[src/rtl/rsync_pkg.sv]
package rsync_pkg;
	// register byte offsets
	localparam logic [7:0] CMD_OFS = 8'h00;
	localparam logic [7:0] STAT_OFS = 8'h04;
	localparam logic [7:0] SET_OFS = 8'h08;
	localparam logic [7:0] SYNC_OFS = 8'h0c;
	localparam logic [7:0] CTRL_OFS = 8'h10;
	// command word fields
	localparam int CMD_OP_LSB = 0;
	localparam int CMD_HI_LSB = 8;
	localparam int CMD_LO_LSB = 16;
	// control fields
	localparam int CTRL_EN_A = 0;
	localparam int CTRL_EN_B = 1;
	localparam int CTRL_EN_ACT = 2;
	localparam int CTRL_PREDEF = 3;
	// reset and factory values and parameter limits
	localparam logic [3:0] CTRL_DEF = 4'hf;
	localparam logic [4:0] RANGE_DEF = 5'h1f;
	localparam logic [7:0] RANGE_MAX = 8'h1f;
	localparam logic [7:0] ATT_MIN = 8'h09;
	localparam logic [7:0] ATT_MAX = 8'h0f;
	localparam logic [2:0] ATT_DEF_DB = 3'h0;
	localparam logic [7:0] SYNC_DEF = 8'h00;
	localparam logic [7:0] HOLD_DEF = 8'h00;
	localparam logic [7:0] HOLD_MAX = 8'h0a;
	localparam logic [3:0] PULSE_DEF = 4'hc;
	// time base
	localparam int MS_NS = 1000000;
	localparam int CLK_NS = 10;
	localparam int MS_CYCLES = MS_NS / CLK_NS;
	localparam logic [9:0] PULSE_MS [16] = '{10'd4, 10'd8, 10'd12, 10'd16, 10'd20, 10'd24,
		10'd32, 10'd40, 10'd48, 10'd60, 10'd76, 10'd152, 10'd228, 10'd300, 10'd376, 10'd752};
	// bus responses
	localparam logic [1:0] RESP_OKAY = 2'b00;
	localparam logic [1:0] RESP_SLVERR = 2'b10;
	typedef enum logic [7:0] {
		OP_RANGE_A = 8'h01,
		OP_TX_ATT = 8'h02,
		OP_RANGE_B = 8'h03,
		OP_ACT_ATT = 8'h04,
		OP_SYNC_DELAY = 8'h05,
		OP_SYNC_HOLD = 8'h06,
		OP_CLR_PFAIL = 8'h07,
		OP_LOAD_DEF = 8'h08,
		OP_PULSE_LEN = 8'h09,
		OP_RESET_RDR = 8'h0a
	} cmd_op_t;
	typedef enum logic [3:0] {
		ST_OFF = 4'b0001,
		ST_COUNT = 4'b0010,
		ST_HOLD = 4'b0100,
		ST_RUN = 4'b1000
	} sync_st_t;
endpackage

[src/rtl/ms_tick_if.sv]
`timescale 1ns/1ps
`default_nettype none
interface ms_tick_if;
	logic tick;
	modport src (output tick);
	modport snk (input tick);
endinterface
`default_nettype wire

[src/rtl/ms_tick.sv]
`timescale 1ns/1ps
`default_nettype none
module ms_tick import rsync_pkg::*; #(
	parameter int unsigned CYCLES = MS_CYCLES
) (
	input wire logic i_clk,
	input wire logic i_rst,
	ms_tick_if.src tk
);
	logic [31:0] cnt_q;

	// one-cycle tick every millisecond
	always_ff @(posedge i_clk) begin
		if (i_rst) begin
			cnt_q <= 32'h0;
			tk.tick <= 1'b0;
		end else if (cnt_q == 32'(CYCLES - 1)) begin
			cnt_q <= 32'h0;
			tk.tick <= 1'b1;
		end else begin
			cnt_q <= cnt_q + 32'h1;
			tk.tick <= 1'b0;
		end
	end
endmodule
`default_nettype wire

[src/rtl/pulse_timer.sv]
`timescale 1ns/1ps
`default_nettype none
module pulse_timer import rsync_pkg::*; (
	input wire logic i_clk,
	input wire logic i_rst,
	ms_tick_if.snk tk,
	input wire logic i_restart,
	input wire logic i_clear,
	input wire logic [3:0] i_code,
	output logic o_active
);
	logic [9:0] cnt_q;

	assign o_active = (cnt_q != 10'h0);

	always_ff @(posedge i_clk) begin
		if (i_rst || i_clear) begin
			cnt_q <= 10'h0;
		end else if (i_restart) begin
			cnt_q <= PULSE_MS[i_code];
		end else if (tk.tick && cnt_q != 10'h0) begin
			cnt_q <= cnt_q - 10'h1;
		end
	end
endmodule
`default_nettype wire

[src/rtl/reader_sync_output_control.sv]
`timescale 1ns/1ps
`default_nettype none
module reader_sync_output_control import rsync_pkg::*; #(
	parameter int unsigned MS_CYCLES_P = MS_CYCLES
) (
	input wire logic I_CLOCK,
	input wire logic I_SYS_RST,
	input wire logic [7:0] I_AWADDR,
	input wire logic I_AWVALID,
	output logic O_AWREADY,
	input wire logic [31:0] I_WDATA,
	input wire logic [3:0] I_WSTRB,
	input wire logic I_WVALID,
	output logic O_WREADY,
	output logic [1:0] O_BRESP,
	output logic O_BVALID,
	input wire logic I_BREADY,
	input wire logic [7:0] I_ARADDR,
	input wire logic I_ARVALID,
	output logic O_ARREADY,
	output logic [31:0] O_RDATA,
	output logic [1:0] O_RRESP,
	output logic O_RVALID,
	input wire logic I_RREADY,
	input wire logic I_SYNC_RX,
	input wire logic I_TAG_ACQ,
	input wire logic I_PROTO_DONE,
	output logic O_SYNC_TX,
	output logic [2:0] O_RUN_PROTO,
	output logic O_GATE_OUT_FIRST,
	output logic O_GATE_OUT_SECOND,
	output logic O_READER_RESET,
	output logic O_POWER_FAIL,
	output logic [4:0] O_RANGE_A,
	output logic [4:0] O_RANGE_B,
	output logic [2:0] O_TX_ATTEN_DB,
	output logic [2:0] O_ACTIVE_ATTEN_DB
);
	function automatic logic [4:0] hexval(input logic [7:0] c);
		if (c >= 8'h30 && c <= 8'h39) return {1'b1, c[3:0]};
		if ((c >= 8'h41 && c <= 8'h46) || (c >= 8'h61 && c <= 8'h66))
			return {1'b1, c[3:0] + 4'h9};
		return 5'h00;
	endfunction

	function automatic logic [31:0] lanes(input logic [31:0] d, input logic [3:0] s);
		return d & {{8{s[3]}}, {8{s[2]}}, {8{s[1]}}, {8{s[0]}}};
	endfunction

	////////////////////////////////////////////////////////////////////////
	// bus slave
	logic aw_got_q, w_got_q, wr_go, rr_go, cmd_go;
	logic [7:0] awaddr_q;
	logic [31:0] wdata_q;
	assign wr_go = aw_got_q && w_got_q && !O_BVALID;
	assign cmd_go = wr_go && awaddr_q == CMD_OFS;

	always_ff @(posedge I_CLOCK) begin
		if (I_SYS_RST) begin
			aw_got_q <= 1'b0;
			O_AWREADY <= 1'b1;
			awaddr_q <= 8'h0;
		end else if (I_AWVALID && O_AWREADY) begin
			aw_got_q <= 1'b1;
			O_AWREADY <= 1'b0;
			awaddr_q <= I_AWADDR;
		end else if (O_BVALID && I_BREADY) begin
			aw_got_q <= 1'b0;
			O_AWREADY <= 1'b1;
		end
	end

	always_ff @(posedge I_CLOCK) begin
		if (I_SYS_RST) begin
			w_got_q <= 1'b0;
			O_WREADY <= 1'b1;
			wdata_q <= 32'h0;
		end else if (I_WVALID && O_WREADY) begin
			w_got_q <= 1'b1;
			O_WREADY <= 1'b0;
			wdata_q <= lanes(I_WDATA, I_WSTRB);
		end else if (O_BVALID && I_BREADY) begin
			w_got_q <= 1'b0;
			O_WREADY <= 1'b1;
		end
	end

	always_ff @(posedge I_CLOCK) begin
		if (I_SYS_RST) begin
			O_BVALID <= 1'b0;
			O_BRESP <= RESP_OKAY;
		end else if (wr_go) begin
			O_BVALID <= 1'b1;
			O_BRESP <= (awaddr_q == CMD_OFS || awaddr_q == CTRL_OFS) ? RESP_OKAY : RESP_SLVERR;
		end else if (I_BREADY) begin
			O_BVALID <= 1'b0;
		end
	end

	////////////////////////////////////////////////////////////////////////
	// command decode
	logic [4:0] hx_hi, hx_lo;
	logic [7:0] val;
	logic ok;
	logic [3:0] ctrl_q, pulse_q;
	logic [4:0] range_a_q, range_b_q;
	logic [2:0] tx_db_q, act_db_q;
	logic [7:0] delay_q, hold_q, cmd_cnt_q;
	logic [31:0] last_cmd_q;
	logic resp_err_q, pfail_q;
	assign hx_hi = hexval(wdata_q[CMD_HI_LSB +: 8]);
	assign hx_lo = hexval(wdata_q[CMD_LO_LSB +: 8]);
	assign val = {hx_hi[3:0], hx_lo[3:0]};

	always_comb begin
		case (wdata_q[CMD_OP_LSB +: 8])
			OP_RANGE_A, OP_RANGE_B: ok = hx_hi[4] && hx_lo[4] && val <= RANGE_MAX;
			OP_TX_ATT, OP_ACT_ATT: ok = hx_hi[4] && hx_lo[4] && val >= ATT_MIN && val <= ATT_MAX;
			OP_SYNC_DELAY: ok = hx_hi[4] && hx_lo[4];
			OP_SYNC_HOLD: ok = hx_hi[4] && hx_lo[4] && val <= HOLD_MAX;
			OP_PULSE_LEN: ok = hx_lo[4];
			OP_CLR_PFAIL, OP_LOAD_DEF, OP_RESET_RDR: ok = 1'b1;
			default: ok = 1'b0;
		endcase
	end

	logic ld_def, sync_wr;
	assign ld_def = cmd_go && ok && wdata_q[7:0] == OP_LOAD_DEF;
	assign sync_wr = ld_def || (cmd_go && ok && (wdata_q[7:0] == OP_SYNC_DELAY));
	assign rr_go = cmd_go && ok && wdata_q[7:0] == OP_RESET_RDR;

	always_ff @(posedge I_CLOCK) begin
		if (I_SYS_RST || ld_def) begin
			range_a_q <= RANGE_DEF;
			range_b_q <= RANGE_DEF;
		end else if (cmd_go && ok) begin
			if (wdata_q[7:0] == OP_RANGE_A) range_a_q <= val[4:0];
			if (wdata_q[7:0] == OP_RANGE_B) range_b_q <= val[4:0];
		end
	end

	always_ff @(posedge I_CLOCK) begin
		if (I_SYS_RST || ld_def) begin
			tx_db_q <= ATT_DEF_DB;
			act_db_q <= ATT_DEF_DB;
		end else if (cmd_go && ok) begin
			if (wdata_q[7:0] == OP_TX_ATT) tx_db_q <= 3'(val - ATT_MIN);
			if (wdata_q[7:0] == OP_ACT_ATT) act_db_q <= 3'(val - ATT_MIN);
		end
	end

	// sync, hold-off, pulse and control defaults
	always_ff @(posedge I_CLOCK) begin
		if (I_SYS_RST || ld_def) begin
			delay_q <= SYNC_DEF;
			hold_q <= HOLD_DEF;
			pulse_q <= PULSE_DEF;
			ctrl_q <= CTRL_DEF;
		end else begin
			if (cmd_go && ok && wdata_q[7:0] == OP_SYNC_DELAY) delay_q <= val;
			if (cmd_go && ok && wdata_q[7:0] == OP_SYNC_HOLD) hold_q <= val;
			if (cmd_go && ok && wdata_q[7:0] == OP_PULSE_LEN) pulse_q <= hx_lo[3:0];
			if (wr_go && awaddr_q == CTRL_OFS) ctrl_q <= wdata_q[3:0];
		end
	end

	// power-fail flag, set by power-up reset
	always_ff @(posedge I_CLOCK) begin
		if (I_SYS_RST) begin
			pfail_q <= 1'b1;
		end else if (cmd_go && ok && (wdata_q[7:0] == OP_CLR_PFAIL || rr_go)) begin
			pfail_q <= 1'b0;
		end
	end

	always_ff @(posedge I_CLOCK) begin
		if (I_SYS_RST) begin
			resp_err_q <= 1'b0;
			cmd_cnt_q <= 8'h0;
			last_cmd_q <= 32'h0;
			O_READER_RESET <= 1'b0;
		end else begin
			O_READER_RESET <= rr_go;
			if (cmd_go) begin
				resp_err_q <= !ok;
				cmd_cnt_q <= cmd_cnt_q + 8'h1;
				last_cmd_q <= wdata_q;
			end
		end
	end

	////////////////////////////////////////////////////////////////////////
	// sync bus
	ms_tick_if tk ();
	ms_tick #(.CYCLES(MS_CYCLES_P)) u_tick (.i_clk(I_CLOCK), .i_rst(I_SYS_RST), .tk(tk.src));

	logic rx_m_q, rx_s_q, rx_d_q, peer_edge, own_fire, sync_ev, hold_use;
	logic [7:0] cnt_q;
	sync_st_t st_q;
	always_ff @(posedge I_CLOCK) begin
		if (I_SYS_RST) begin
			rx_m_q <= 1'b0;
			rx_s_q <= 1'b0;
			rx_d_q <= 1'b0;
		end else begin
			rx_m_q <= I_SYNC_RX;
			rx_s_q <= rx_m_q;
			rx_d_q <= rx_s_q;
		end
	end
	assign peer_edge = rx_s_q && !rx_d_q;
	assign own_fire = st_q == ST_COUNT && tk.tick && cnt_q == 8'h01;
	assign sync_ev = st_q == ST_COUNT && !sync_wr && (own_fire || peer_edge);
	assign hold_use = ctrl_q[CTRL_EN_ACT] && hold_q != 8'h00 && delay_q != 8'h00;

	always_ff @(posedge I_CLOCK) begin
		if (I_SYS_RST) begin
			st_q <= ST_OFF;
			cnt_q <= 8'h0;
			O_SYNC_TX <= 1'b0;
			O_RUN_PROTO <= 3'b000;
		end else begin
			O_SYNC_TX <= 1'b0;
			O_RUN_PROTO <= 3'b000;
			if (sync_wr) begin
				st_q <= (ld_def || val == 8'h00) ? ST_OFF : ST_COUNT;
				cnt_q <= ld_def ? SYNC_DEF : val;
			end else begin
				case (st_q)
					ST_OFF: st_q <= ST_OFF;
					ST_COUNT: begin
						if (sync_ev) begin
							O_SYNC_TX <= own_fire;
							O_RUN_PROTO[1:0] <= {ctrl_q[CTRL_EN_B], ctrl_q[CTRL_EN_A]};
							O_RUN_PROTO[2] <= ctrl_q[CTRL_EN_ACT] && !hold_use;
							st_q <= hold_use ? ST_HOLD : ST_RUN;
							cnt_q <= hold_q;
						end else if (tk.tick) begin
							cnt_q <= cnt_q - 8'h1;
						end
					end
					ST_HOLD: begin
						if (tk.tick && cnt_q == 8'h01) begin
							O_RUN_PROTO[2] <= 1'b1;
							st_q <= ST_RUN;
						end else if (tk.tick) begin
							cnt_q <= cnt_q - 8'h1;
						end
					end
					ST_RUN: begin
						if (I_PROTO_DONE) begin
							st_q <= ST_COUNT;
							cnt_q <= delay_q;
						end
					end
					default: st_q <= ST_OFF;
				endcase
			end
		end
	end

	////////////////////////////////////////////////////////////////////////
	// output pulse
	logic pt_active;
	pulse_timer u_pulse (.i_clk(I_CLOCK), .i_rst(I_SYS_RST), .tk(tk.snk),
		.i_restart(I_TAG_ACQ && ctrl_q[CTRL_PREDEF]), .i_clear(rr_go),
		.i_code(pulse_q), .o_active(pt_active));

	always_ff @(posedge I_CLOCK) begin
		if (I_SYS_RST || rr_go) begin
			O_GATE_OUT_FIRST <= 1'b0;
			O_GATE_OUT_SECOND <= 1'b0;
		end else begin
			O_GATE_OUT_FIRST <= pt_active && ctrl_q[CTRL_PREDEF];
			O_GATE_OUT_SECOND <= pt_active && ctrl_q[CTRL_PREDEF];
		end
	end

	assign O_POWER_FAIL = pfail_q;
	assign O_RANGE_A = range_a_q;
	assign O_RANGE_B = range_b_q;
	assign O_TX_ATTEN_DB = tx_db_q;
	assign O_ACTIVE_ATTEN_DB = act_db_q;

	////////////////////////////////////////////////////////////////////////
	// read path
	always_ff @(posedge I_CLOCK) begin
		if (I_SYS_RST) begin
			O_ARREADY <= 1'b1;
			O_RVALID <= 1'b0;
			O_RDATA <= 32'h0;
			O_RRESP <= RESP_OKAY;
		end else if (I_ARVALID && O_ARREADY) begin
			O_ARREADY <= 1'b0;
			O_RVALID <= 1'b1;
			O_RRESP <= RESP_OKAY;
			case (I_ARADDR)
				CMD_OFS: O_RDATA <= last_cmd_q;
				STAT_OFS: O_RDATA <= {8'h0, cmd_cnt_q, 2'b0, st_q, 2'b0,
					O_GATE_OUT_SECOND, O_GATE_OUT_FIRST, pulse_q, pfail_q, resp_err_q};
				SET_OFS: O_RDATA <= {4'h0, 4'(act_db_q + 3'h1) + 4'h8, 4'h0,
					4'(tx_db_q + 3'h1) + 4'h8, 3'h0, range_b_q, 3'h0, range_a_q};
				// delay and hold-off in one word
				SYNC_OFS: O_RDATA <= {16'h0, hold_q, delay_q};
				CTRL_OFS: O_RDATA <= {28'h0, ctrl_q};
				default: begin
					O_RDATA <= 32'h0;
					O_RRESP <= RESP_SLVERR;
				end
			endcase
		end else if (O_RVALID && I_RREADY) begin
			O_RVALID <= 1'b0;
			O_ARREADY <= 1'b1;
		end
	end
endmodule
`default_nettype wire

[config.mk]
export PLATFORM = sky130hd
export DESIGN_NAME = reader_sync_output_control
export DESIGN_NICKNAME = d
export VERILOG_FILES = /design/src/rtl/rsync_pkg.sv /design/src/rtl/ms_tick_if.sv /design/src/rtl/ms_tick.sv /design/src/rtl/pulse_timer.sv /design/src/rtl/reader_sync_output_control.sv
export SDC_FILE = /design/constraint.sdc
export NUM_CORES = 1
export LEC_CHECK = 0
export BUFFER_PORTS_ARGS = -buffer_cell sky130_fd_sc_hd__buf_4
export CAP_MARGIN = 20
export CORE_UTILIZATION = 60
export DETAILED_ROUTE_END_ITERATION = 10
export PLACE_DENSITY = 0.85
export SYNTH_ARGS = -nofsm -noshare
export SYNTH_HDL_FRONTEND = slang
export SYNTH_HIERARCHICAL = 1
export SYNTH_SLANG_ARGS = --single-unit
[constraint.sdc]
create_clock -name I_CLOCK -period 6.1 [get_ports I_CLOCK]
set_input_delay 0.305 -clock I_CLOCK [delete_from_list [all_inputs] [get_ports I_CLOCK]]
set_output_delay 0.305 -clock I_CLOCK [all_outputs]
set_load 0.05 [all_outputs]
==> impl.org, run 1 <==
** Critical path
- STA puts the critical path data arrival time at 4390 ps.
- Max FO, Critical Path :: 8
- The worst setup path is captured at a flop.
- Kind of start point of the critical path :: flop
- The setup path with the least slack is of type reg -> reg.
- For the worst setup path, the data required time is 6520 ps.
- For flop-to-flop paths, the worst setup slack is 2130 ps.

** Clocking
- In this run the number of H-tree levels came out at 1.
- Clock latency on the worst-skew pair, taken at its later pin, is 520 ps.
- CTS max path bufs :: 3
- Number of buffers inserted by post-CTS setup repair :: 0
- Counting every sink on the clock net gives 227.
- Number of CTS-inserted buffers :: 24
- TritonCTS built the clock tree.
- Clock transition time at the flip-flop clock pins of the worst setup and hold paths :: 60 ps
- Root Buffer :: clkbuf_16

** Detailed routing
- In the routed layout, each cell is associated on average with a via count of 6.29.
- Starting DRC count in detailed routing :: 964
- For this run, the detailed router's first-pass iteration total came to 6.
- Total wirelength of the detailed-routed design :: 28.6 mm
- DR DRC count :: 0
- Per-cell routed wire length :: 18.0 µm
- The detail route stage leaves a number of antenna-violating nets equal to 0.
- Summing over every cut layer, the via total after detailed routing is 9984.

** STA
- For the finished layout, the period the worst path requires is 3970 ps.
- In the final timing run, aggregate negative setup slack is 0 ps.
- Setup repair after global routing missed its margin :: false
- The worst pin sits at a relative slew slack of 26.3%.
- Setup slack after layout :: 2130 ps
- Max-slew violation count :: 0
- Final-report hold violation count :: 0
- Portion of the clock cycle consumed by the worst path in the final layout :: 65.0%
- Final count of negative-setup-slack endpoints :: 0
- Final Skew :: 15.9 ps
- For the pin with the worst max-slew slack, the measured transition is 1090 ps.
- Top achievable clock speed :: 0.252 GHz

** Placed design
- Last weighted congestion value of the routability-driven placer :: 0.957
- Buffers placed on the I/O ports in this run total 124.
- Dpl hpwl :: 20.1 mm
- Prior to clock tree synthesis, the placed netlist has a worst setup slack of 2200 ps.

** Die
- The die covers 18500 µm².
- The floorplan step set the die width to 136 µm.
- DIE HEIGHT :: 136 µm
- In this run the core area contains 48 standard-cell rows.
- 127 I/O pins were placed.
- Initial Utilization :: 62.0%
- The floorplan step defined a core boundary enclosing 17400 µm².

** Logic synthesis
- The synthesized netlist devotes 19.1% of its cell area to compound gates.
- Count of flip-flops with a built-in enable after synthesis :: 0
- By area, the combinational part of the netlist is dominated by simple AND/OR/NAND/NOR gates.
- Mean area per synthesized cell :: 8.62 µm²
- After synthesis the netlist holds a flip-flop and latch count of 227.
- Synth cell types :: 87
- Cell area after technology mapping :: 10800 µm²
- Summing the areas of all xor and xnor instances in the mapped netlist gives 2.76% of the synthesized area.
- For this run, asynchronously set or reset flops after synthesis account for 0%.
- Most frequently used cell type in the post-synthesis netlist :: dfxtp_1
- After technology mapping, the gate count stands at 1252.
- Largest area contributor in the synthesized netlist :: dfxtp_1
- The synthesized netlist devotes 2.55% of its cell area to adder and majority cells.
- For this run, the number of Yosys warnings is 6.
- Part of the Yosys area used for sequential elements :: 42.1%
- After synthesis, the largest area contributor takes up 42.1% of total cell area.
- The portion of synthesized area spent on multiplexers is 5.20%.
- By area the synthesized netlist is led by dfxtp_1 (42%), nand2_1 (7.0%), a21oi_1 (5.4%).
- Most frequently used flop master after synthesis :: dfxtp_1
- Counting instances in the post-synthesis netlist gives the leading cell types as dfxtp_1 (227), nand2_1 (200), a21oi_1 (117).
- Of the total synthesized cell area, the portion taken by AND, OR, NAND and NOR gates is 24.2%.

** GRT
- Entering global routing, the biggest net connects 88 pins.
- Global routing used 30.8% of the available tracks.
- The initial antenna violation count is 0.
- The via count of the first global-routing pass came to 8894.
- Summed over all layers, the global routing overflow is 0.
- The first global-routing pass estimated 45.8 mm of wire.

** Hold path
- Hold Path Class :: in -> reg

** Final layout
- Compared with the post-synthesis result, the final layout area differs by 18.3%.
- Nets :: 1429
- The post-route netlist has 16.5% of its cells at a drive strength greater than 1.
- The repair_antennas step left the layout with diodes totalling 0.
- Filler cell count :: 1268

** Pwr
- Dividing total power by cell area gives a power density of 266 nW/µm².
- Largest vdd supply drop :: 226 µV
- For this design the static power due to leakage is 4.82 nW.

** Job
- Across the run, the number of max-cap violations was 0.

** Status
- The run finished with clean final reports.
sequential cells by signal, summed over array words and instances, names as in the netlist, 5 cells and up:
name / flops
O_RDATA: 32
last_cmd_q: 32
u_tick/cnt_q: 32
wdata_q: 32
u_pulse/cnt_q: 10
awaddr_q: 8
cmd_cnt_q: 8
cnt_q: 8
delay_q: 8
hold_q: 8
O_RANGE_A: 5
O_RANGE_B: 5
power breakdown:
part	internal, mW	leakage [nW]	switching (mW)
Sequential	1.51	1.84	0.0317
Clock	1.01	0.437	0.599
Combinational	0.0940	2.54	0.155
Total	2.61	4.82	0.786
cell usage in the layout (no fill, tap or decap), types with 15 or more instances in the layout:
cell / count
dfxtp_1: 227
nand3_1: 51
a22o_1: 38
nand2_1: 200
xor2_1: 20
mux2i_1: 37
ha_1: 22
inv_1: 28
or4_1: 17
a21oi_1: 116
nand4_1: 22
nor2_1: 70
buf_4: 136
o211ai_1: 15
clkbuf_16: 25
nor4_1: 17
o21ai_0: 37
nor3_1: 17
critical path, cell delays in order (launching register included):
cell	delay, ps
dfxtp_1	480
inv_1	80
ha_1	220
or3b_1	190
nand3_1	140
o21ai_0	520
inv_1	250
ha_1	270
inv_1	50
a21oi_1	60
o21ai_0	460
nand2_1	230
and3_1	270
or3_1	400
a311oi_1	270
kinds of logic (layout without fill, tap and decap cells):
| logic type | after synthesis | in the layout |
|---|---|---|
| and+or+nand+nor | 502 | 502 |
| AOI/OAI and AO/OA | 309 | 309 |
| DFF | 227 | 227 |
| buffers and inverters | 108 | 218 |
| muxes | 49 | 49 |
| xor gates and xnor gates | 34 | 34 |
| adders and majority gates | 22 | 22 |
| other | 1 | 2 |
final cells by class:
class	count	area [µm²]	share of cell area, %
clock buffers	31	688	5.39
clock inverters	13	193	1.51
inverters	29	109	0.853
multi-input cells	918	5840	45.7
flip-flops and latches	227	4540	35.6
well taps	225	282	2.21
repair buffers	145	1120	8.74
routing by layer:
metal | global-route usage, % | part of all wire [%] | vias up | routed length [µm]
li1 | - | - | 4756 | -
met5 | 0 | 0 | - | 0
met1 | 43.3 | 43 | 4690 | 12300
met3 | 4.77 | 8.5 | 65 | 2430
met2 | 48.1 | 46 | 473 | 13000
met4 | 9.81 | 2.9 | 0 | 842
final timing paths:
check / start / end / depth (start not counted)
min: I_WDATA[1] / wdata_q[1] / 2
max reg2reg: wdata_q[16] / u_pulse/cnt_q[1] / 14
min reg2reg: rx_m_q / rx_s_q / 1
max: wdata_q[16] / u_pulse/cnt_q[1] / 14
through the flow:
stage	power [mW]	hold slack, ps	util, %	instance area [µm²]	std cells
after floorplan	1.73	377	-	10800	1253
after global placement	1.81	437	67.6	11800	1533
after detailed placement	1.81	440	67.7	11800	1534
after CTS	3.40	1.33	73.1	12700	1585
after global routing	3.49	2.78	73.3	12800	1588
final	3.39	8.91	73.3	12800	1588
repair_timing:
item                                   CTS  global route
gates resized for setup                  0             0
hold buffers                             7             1
endpoints found under the hold margin    7             1
Power figures use the tool's default switching activity.
==> run 2, diff against run 1 <==
--- a/config.mk
+++ b/config.mk
@@ -5,11 +5,12 @@
 export SDC_FILE = /design/constraint.sdc
 export NUM_CORES = 1
 export LEC_CHECK = 0
+export ABC_AREA = 1
 export BUFFER_PORTS_ARGS = -buffer_cell sky130_fd_sc_hd__buf_4
 export CAP_MARGIN = 20
-export CORE_UTILIZATION = 60
+export CORE_UTILIZATION = 59
 export DETAILED_ROUTE_END_ITERATION = 10
-export PLACE_DENSITY = 0.85
+export PLACE_DENSITY = 0.83
 export SYNTH_ARGS = -nofsm -noshare
 export SYNTH_HDL_FRONTEND = slang
 export SYNTH_HIERARCHICAL = 1
==> constraint.sdc (replaced) <==
create_clock -name I_CLOCK -period 4.1 [get_ports I_CLOCK]
set_input_delay 0.205 -clock I_CLOCK [delete_from_list [all_inputs] [get_ports I_CLOCK]]
set_output_delay 0.205 -clock I_CLOCK [all_outputs]
set_load 0.05 [all_outputs]
==> impl.org, run 2 <==
** Status
- The run finished with clean final reports.

** STA
- For the final database, setup skew stands at 10.1 ps.
- For the finished layout, the period the worst path requires is 3650 ps.
- Remaining max-slew budget at the tightest pin :: 31.9%
- Setup Total Neg Slack :: 0 ps
- Portion of the clock cycle consumed by the worst path in the final layout :: 89.0%
- Top achievable clock speed :: 0.274 GHz
- Max-slew violation count :: 0
- The number of hold violations in the final report was 0.
- Final count of negative-setup-slack endpoints :: 0
- Setup repair after global routing left no endpoint under its margin.
- For the pin with the worst max-slew slack, the measured transition is 1020 ps.

** Job
- Reported max-cap violation count :: 0

** Pwr
- Largest vdd supply drop :: 317 µV
- Power spread over the standard cell area amounts to 371 nW/µm².
- In this run the static leakage power is 5.74 nW.
- Total power for the finished layout comes to 5.06 mW.

** Critical path
- The worst setup path is captured at a flop.
- The worst setup path is of the reg -> reg kind.
- Register-to-register path setup slack :: 450 ps
- Data arrival time of the worst path :: 4110 ps
- Along the worst path, the maximum fanout reaches 9.
- At the worst endpoint, the required time is 4560 ps.
- STA classifies the critical path startpoint as a flop.

** Final layout
- Synth-to-Final Area Change :: 19.2%
- Most common cell after layout, fill and taps aside :: nand2_1
- Filler cell count :: 1527
- Cells with a size suffix above 1 make up 13.9% of the layout.
- 0 antenna diodes ended up in the layout.
- Leaving out fill and tap cells, the most frequent cells in the layout are nand2_1 (394), dfxtp_1 (227), nor2_1 (209).
- After the last flow step, the layout net total stands at 1870.

** Clocking
- Buffers inserted during clock tree synthesis total 24.
- The tree built by TritonCTS fans out to 227 sinks.
- Root Buffer :: clkbuf_16
- Buffers added to address setup during post-CTS repair amount to 0.
- The longest clock path from root to sink contains 3 buffers.
- Clock-pin slew was measured on the worst setup and hold paths at 60 ps.
- In this run the number of H-tree levels came out at 1.
- TritonCTS built the clock tree.
- Skew-Pair Late Insertion Delay :: 520 ps

** Detailed routing
- Total wirelength of the detailed-routed design :: 32.4 mm
- Total number of vias :: 11.4k
- In this run, the number of DRC markers left after iteration 0 of detailed routing was 928.
- Once detail routing completed, the nets flagged for antenna violations numbered 0.
- Per-cell routed wire length :: 15.7 µm
- In the routed layout, each cell is associated on average with a via count of 5.53.
- Before antenna repair, the detailed router went through 5 iterations.
- DR DRC count :: 0

** Logic synthesis
- A synthesized cell averages 6.91 µm².
- Number of synthesized register bits :: 227
- Synth cell types :: 56
- For this run, the number of Yosys warnings is 6.
- By count the netlist is led by nand2_1 (394), dfxtp_1 (227), nor2_1 (209).
- Largest area contributor in the synthesized netlist :: dfxtp_1
- For this run, asynchronously set or reset flops after synthesis account for 0%.
- The mapped netlist covers 11400 µm².
- In the post-synthesis netlist, the cell with the most instances is nand2_1.
- After technology mapping, the gate count stands at 1655.
- After synthesis, the largest area contributor takes up 39.7% of total cell area.
- The synthesized design contains 0 enable-type register cells.
- The most used flip-flop cell after synthesis is dfxtp_1.
- After synthesis, the cell types taking the most area are dfxtp_1 (40%), nand2_1 (13%), nor2_1 (6.9%).
- For this run, the register share of the synthesized area comes to 39.7%.

** Die
- The total area inside the core boundary comes to 18800 µm².
- Once the floorplan was initialized, standard cells occupied 60.7% of the core.
- The die covers 19900 µm².
- In this run the horizontal extent of the chip is 141 µm.
- Number of placement rows :: 50
- The floorplan step set the die height to 141 µm.
- In this run the count of I/O pins placed on the die edge is 127.

** GRT
- Number of antenna violations at the first check in global routing :: 0
- After global routing the overflow that remains totals 0.
- Global routing consumed, over all layers together, 32.2% of the routing resources.
- Entering global routing, the biggest net connects 76 pins.
- Global-route wire length before repair :: 51.3 mm
- The via count of the first global-routing pass came to 10.3k.

** Placed design
- Buffers placed on the I/O ports in this run total 124.
- The congestion estimate from routability-driven global placement came to 0.939.
- The HPWL after detailed placement is 23.1 mm.

** Hold path
- In this run the worst hold path is classified as in -> reg.
-- run 2: final cells by class --
cell class	instances	area, µm²	share of cell area [%]
clock buffers	34	739	5.42
clock inverters	8	93.8	0.688
inverters	198	743	5.45
multi-input cells	1169	5850	42.9
flip-flops and latches	227	4540	33.3
well taps	260	325	2.39
repair buffers	166	1330	9.77
-- run 2: path summary, 6_finish.rpt --
kind	depth (start not counted)	to	start
hold reg to reg	2	rx_s_q	rx_m_q
setup / recovery	27	u_pulse/cnt_q[1]	wdata_q[16]
setup reg to reg	27	u_pulse/cnt_q[1]	wdata_q[16]
hold / removal	4	aw_got_q	I_BREADY
-- run 2: logic make-up after synthesis --
kind of cell | count (synthesis) | synth area share, %
flops | 227 | 39.7
other cells | 1 | 0.0328
simple gates | 794 | 30.3
compound gates | 328 | 16.6
fa+ha+maj | 22 | 2.41
xor+xnor | 23 | 1.76
buf+inv | 260 | 9.09
-- run 2: report_power, final --
group / switching, mW / internal [mW]
logic: 0.316 / 0.171
clock network: 0.884 / 1.37
registers: 0.0488 / 2.27
total: 1.25 / 3.81
-- run 2: per-stage QoR --
stage | instances | utilization, % | hold slack, ps | cell area, µm² | worst slack [ps]
2_1_floorplan | 1656 | - | 283 | 11400 | 983
3_3_place_gp | 1986 | 66.2 | 414 | 12500 | 637
3_5_place_dp | 1986 | 66.2 | 412 | 12500 | 535
4_1_cts | 2062 | 72.4 | 2.83 | 13600 | 516
5_1_grt | 2062 | 72.4 | 42.9 | 13600 | 31.0
6_report | 2062 | 72.4 | 18.4 | 13600 | 452
-- run 2: worst max-delay path: stages (launching register included) --
cell and delay, ps:
dfxtp_1 420, inv_1 120, ha_1 240, nand3_1 140
nand2_1 110, o21ai_1 130, buf_4 180, inv_1 110
ha_1 230, inv_1 60, nand2_1 50, nand2_1 60
nand2_1 40, nand2_1 60, nand2_1 40, nand2_1 50
nand2_1 50, nand2_1 60, nand2_2 60, nand2_4 90
nand2_4 80, nand2_1 160, nor2_1 70, inv_1 60
nor2_1 60, nor2_1 550, nand2_1 170, nor2_2 140
-- run 2: timing repair --
item	CTS	global route
setup endpoints to repair	0	0
hold endpoints to repair	25	0
resized for setup	0	0
hold buffers	34	0
-- run 2: metal layers --
layer,up-vias,wire [µm],GRT usage (%),part of all wire (%)
met5,-,0,0,0
met4,0,923,10.4,2.9
met3,70,2720,4.93,8.4
met2,507,14700,52.2,45
met1,5181,14000,43.8,43
li1,5641,-,-,-
==> run 3, diff against run 2 <==
--- a/config.mk
+++ b/config.mk
@@ -8,9 +8,9 @@
 export ABC_AREA = 1
 export BUFFER_PORTS_ARGS = -buffer_cell sky130_fd_sc_hd__buf_4
 export CAP_MARGIN = 20
-export CORE_UTILIZATION = 59
+export CORE_UTILIZATION = 60
 export DETAILED_ROUTE_END_ITERATION = 10
-export PLACE_DENSITY = 0.83
+export PLACE_DENSITY = 0.84
 export SYNTH_ARGS = -nofsm -noshare
 export SYNTH_HDL_FRONTEND = slang
 export SYNTH_HIERARCHICAL = 1
==> constraint.sdc (replaced) <==
create_clock -name I_CLOCK -period 4.75 [get_ports I_CLOCK]
set_input_delay 0.2375 -clock I_CLOCK [delete_from_list [all_inputs] [get_ports I_CLOCK]]
set_output_delay 0.2375 -clock I_CLOCK [all_outputs]
set_load 0.05 [all_outputs]
==> impl.org, run 3 (same netlist as run 2, synthesis figures left out) <==
** Detailed routing
- First-pass DRT Iterations :: 5
- DR DRC count :: 0
- Starting DRC count in detailed routing :: 999
- In the final routed layout, each cell accounts on average for 15.9 µm.
- Count of nets left with antenna violations after detail routing :: 0
- Vias per cell :: 5.64
- Wires add up to 32.1 mm.
- Across all layers, the routed design uses 11.4k vias.

** Placed design
- Detailed placement finished with a half-perimeter wire length of 22.7 mm.
- Post-DP Area :: 12400 µm²
- In this run the tool buffered the top-level ports with 124 buffer cells.
- Cell count after placement :: 1959
- The congestion estimate from routability-driven global placement came to 0.963.
- At the placement stage, the worst setup path has a slack of 1160 ps.

** Die
- The floorplan has 50 rows.
- DIE HEIGHT :: 140 µm
- 127 I/O pins were placed.
- The floorplan step defined a die boundary enclosing 19600 µm².
- Core Footprint :: 18700 µm²
- The die is 140 µm wide.
- Initial Utilization :: 61.1%

** Clocking
- Number of buffers inserted by post-CTS setup repair :: 0
- Num Clock Sinks :: 227
- Clock-pin slew was measured on the worst setup and hold paths at 60 ps.
- Clock tree synthesis inserted a total of 24 buffers.
- CTS max path bufs :: 3
- Number of buffers inserted for hold repair after clock tree synthesis :: 23
- Gates resized during post-CTS repair numbered 0.
- Root Buffer :: clkbuf_16
- Skew-Pair Late Insertion Delay :: 520 ps
- CTS built an H-tree with a depth of 1.
- TritonCTS built the clock tree.

** GRT
- Via count of the first global-routing pass :: 10.4k
- Summed over all layers, the global routing overflow is 0.
- Number of antenna violations at the first check in global routing :: 0
- Maximum number of pins on one net before global-route repair :: 76
- The first global-routing pass estimated 51.9 mm of wire.
- Global routing used 32.4% of the available tracks.

** Final layout
- Leaving out fill and tap cells, the most frequent cells in the layout are nand2_1 (394), dfxtp_1 (227), nor2_1 (209).
- The library cell used most frequently in the layout, excluding fill and tap cells, is nand2_1.
- The number of antenna diodes in the final layout is 0.
- Final cell count without fillers :: 2026
- Cell area after layout :: 13500 µm²
- Final core utilization :: 72.4%
- Fraction of final layout cells sized beyond drive strength 1 :: 14.0%
- Synth-to-Final Area Change :: 18.4%
- The final layout contains 1858 nets.

** Pwr
- Of the total power, the clock network draws 46.4%.
- Seq pwr share :: 44.4%
- For this design the static power due to leakage is 5.72 nW.
- Of the total power, the share spent switching nets is 24.4%.
- Cell internal power was estimated by the tool at 3.40 mW.
- Largest vdd supply drop :: 270 µV
- Cell Pwr Density :: 332 nW/µm²
- For this design the total switching power over the nets is 1.10 mW.
- Relative contribution of combinational cells to total power :: 9.2%
- Summing internal, switching and leakage power gives 4.50 mW.

** Critical path
- The critical path is of the reg -> reg type.
- Register-to-register path setup slack :: 1090 ps
- Number of cells on the worst reg-to-reg path :: 27
- The worst register-to-register path begins at wdata_q[17].
- Among the stages of the critical path, the cell type that occurs most often is nand2_1.
- STA classifies the critical path startpoint as a flop.
- STA classifies the critical path endpoint as a flop.
- Terminus of the critical flop-to-flop path :: u_pulse/cnt_q[1]
- Master of the slowest instance on the critical path :: nor2_1
- In this run the worst path has a maximum fanout of 9.
- For this run, the slowest stage of the critical path takes 530 ps.
- Data arrival time of the worst path :: 4110 ps
- Data required, critical path :: 5210 ps

** Hold path
- The path class of the tightest hold or removal check is in -> reg.
- Hold Crit Depth :: 3
- Hold worst-path end :: wdata_q[27]
- Worst Min Path Start :: I_WSTRB[3]

** STA
- Remaining max-slew budget at the tightest pin :: 29.8%
- Final-report hold violation count :: 0
- Setup repair after global routing missed its margin :: false
- For the pin with the worst max-slew slack, the measured transition is 1050 ps.
- Hold WS :: 11.0 ps
- Setup violations remaining at the end of the flow were counted as 0.
- Clock skew on the completed layout was measured at 11.9 ps.
- Final critical path time including I/O delays and setup :: 3660 ps
- Timing would allow up to 0.273 GHz.
- Max-slew violation count :: 0
- The final critical path takes up 77.0% of the cycle.
- Setup Total Neg Slack :: 0 ps
- Setup slack after layout :: 1090 ps

** Job
- Reported max-cap violation count :: 0

** Status
- Status :: finished clean
[run 3: cell count changes in the layout (fill, tap and decap cells not counted), moves of 3 or more]
cell           delta
bufinv_16         +4
clkinvlp_4        +3
clkbuf_8          -7
dlygate4sd3_1    -11
[run 3: cell type report]
cell class / count / area, µm²
Clock buffer: 28 / 647
Inverter: 198 / 743
Fill cell: 1532 / 5170
Multi-Input combinational cell: 1169 / 5850
Sequential cell: 227 / 4540
Clock inverter: 16 / 241
Tap cell: 234 / 293
Timing Repair Buffer: 154 / 1210
[run 3: worst max-delay path: cells and delay by family (launching register included)]
family                   cells  cell delay, ps
AO/OA/AOI/OAI                1              80
flip-flops                   1             390
adder cells (fa/ha/maj)      2             430
AND/OR/NAND/NOR             19            2160
buffers and inverters        5             550
[run 3: how the worst max path moves through the flow]
stage,start,cells after the start,slack [ps],end
after floorplan,wdata_q[16],26,1630,u_pulse/cnt_q[1]
after global placement,wdata_q[17],27,1300,u_pulse/cnt_q[1]
after detailed placement,wdata_q[17],27,1160,u_pulse/cnt_q[1]
after CTS,wdata_q[17],27,1140,u_pulse/cnt_q[1]
after global routing,wdata_q[17],27,660,u_pulse/cnt_q[1]
final,wdata_q[17],27,1090,u_pulse/cnt_q[1]
[run 3: per-layer routing]
layer / up-vias / GRT usage [%] / routed length (µm)
met2: 550 / 52.8 / 14500
li1: 5641 / - / -
met4: 0 / 9.60 / 824
met3: 71 / 6.80 / 2990
met5: - / 0 / 0
met1: 5173 / 43.3 / 13800
[run 3: power groups by stage]
stage          Combinational, mW  Clock [mW]  Sequential (mW)
2_1_floorplan              0.245           0             2.06
3_3_place_gp               0.385           0             2.04
3_5_place_dp               0.393           0             2.04
4_1_cts                    0.410        2.10             2.00
5_1_grt                    0.457        2.18             2.00
6_report                   0.415        2.09             2.00
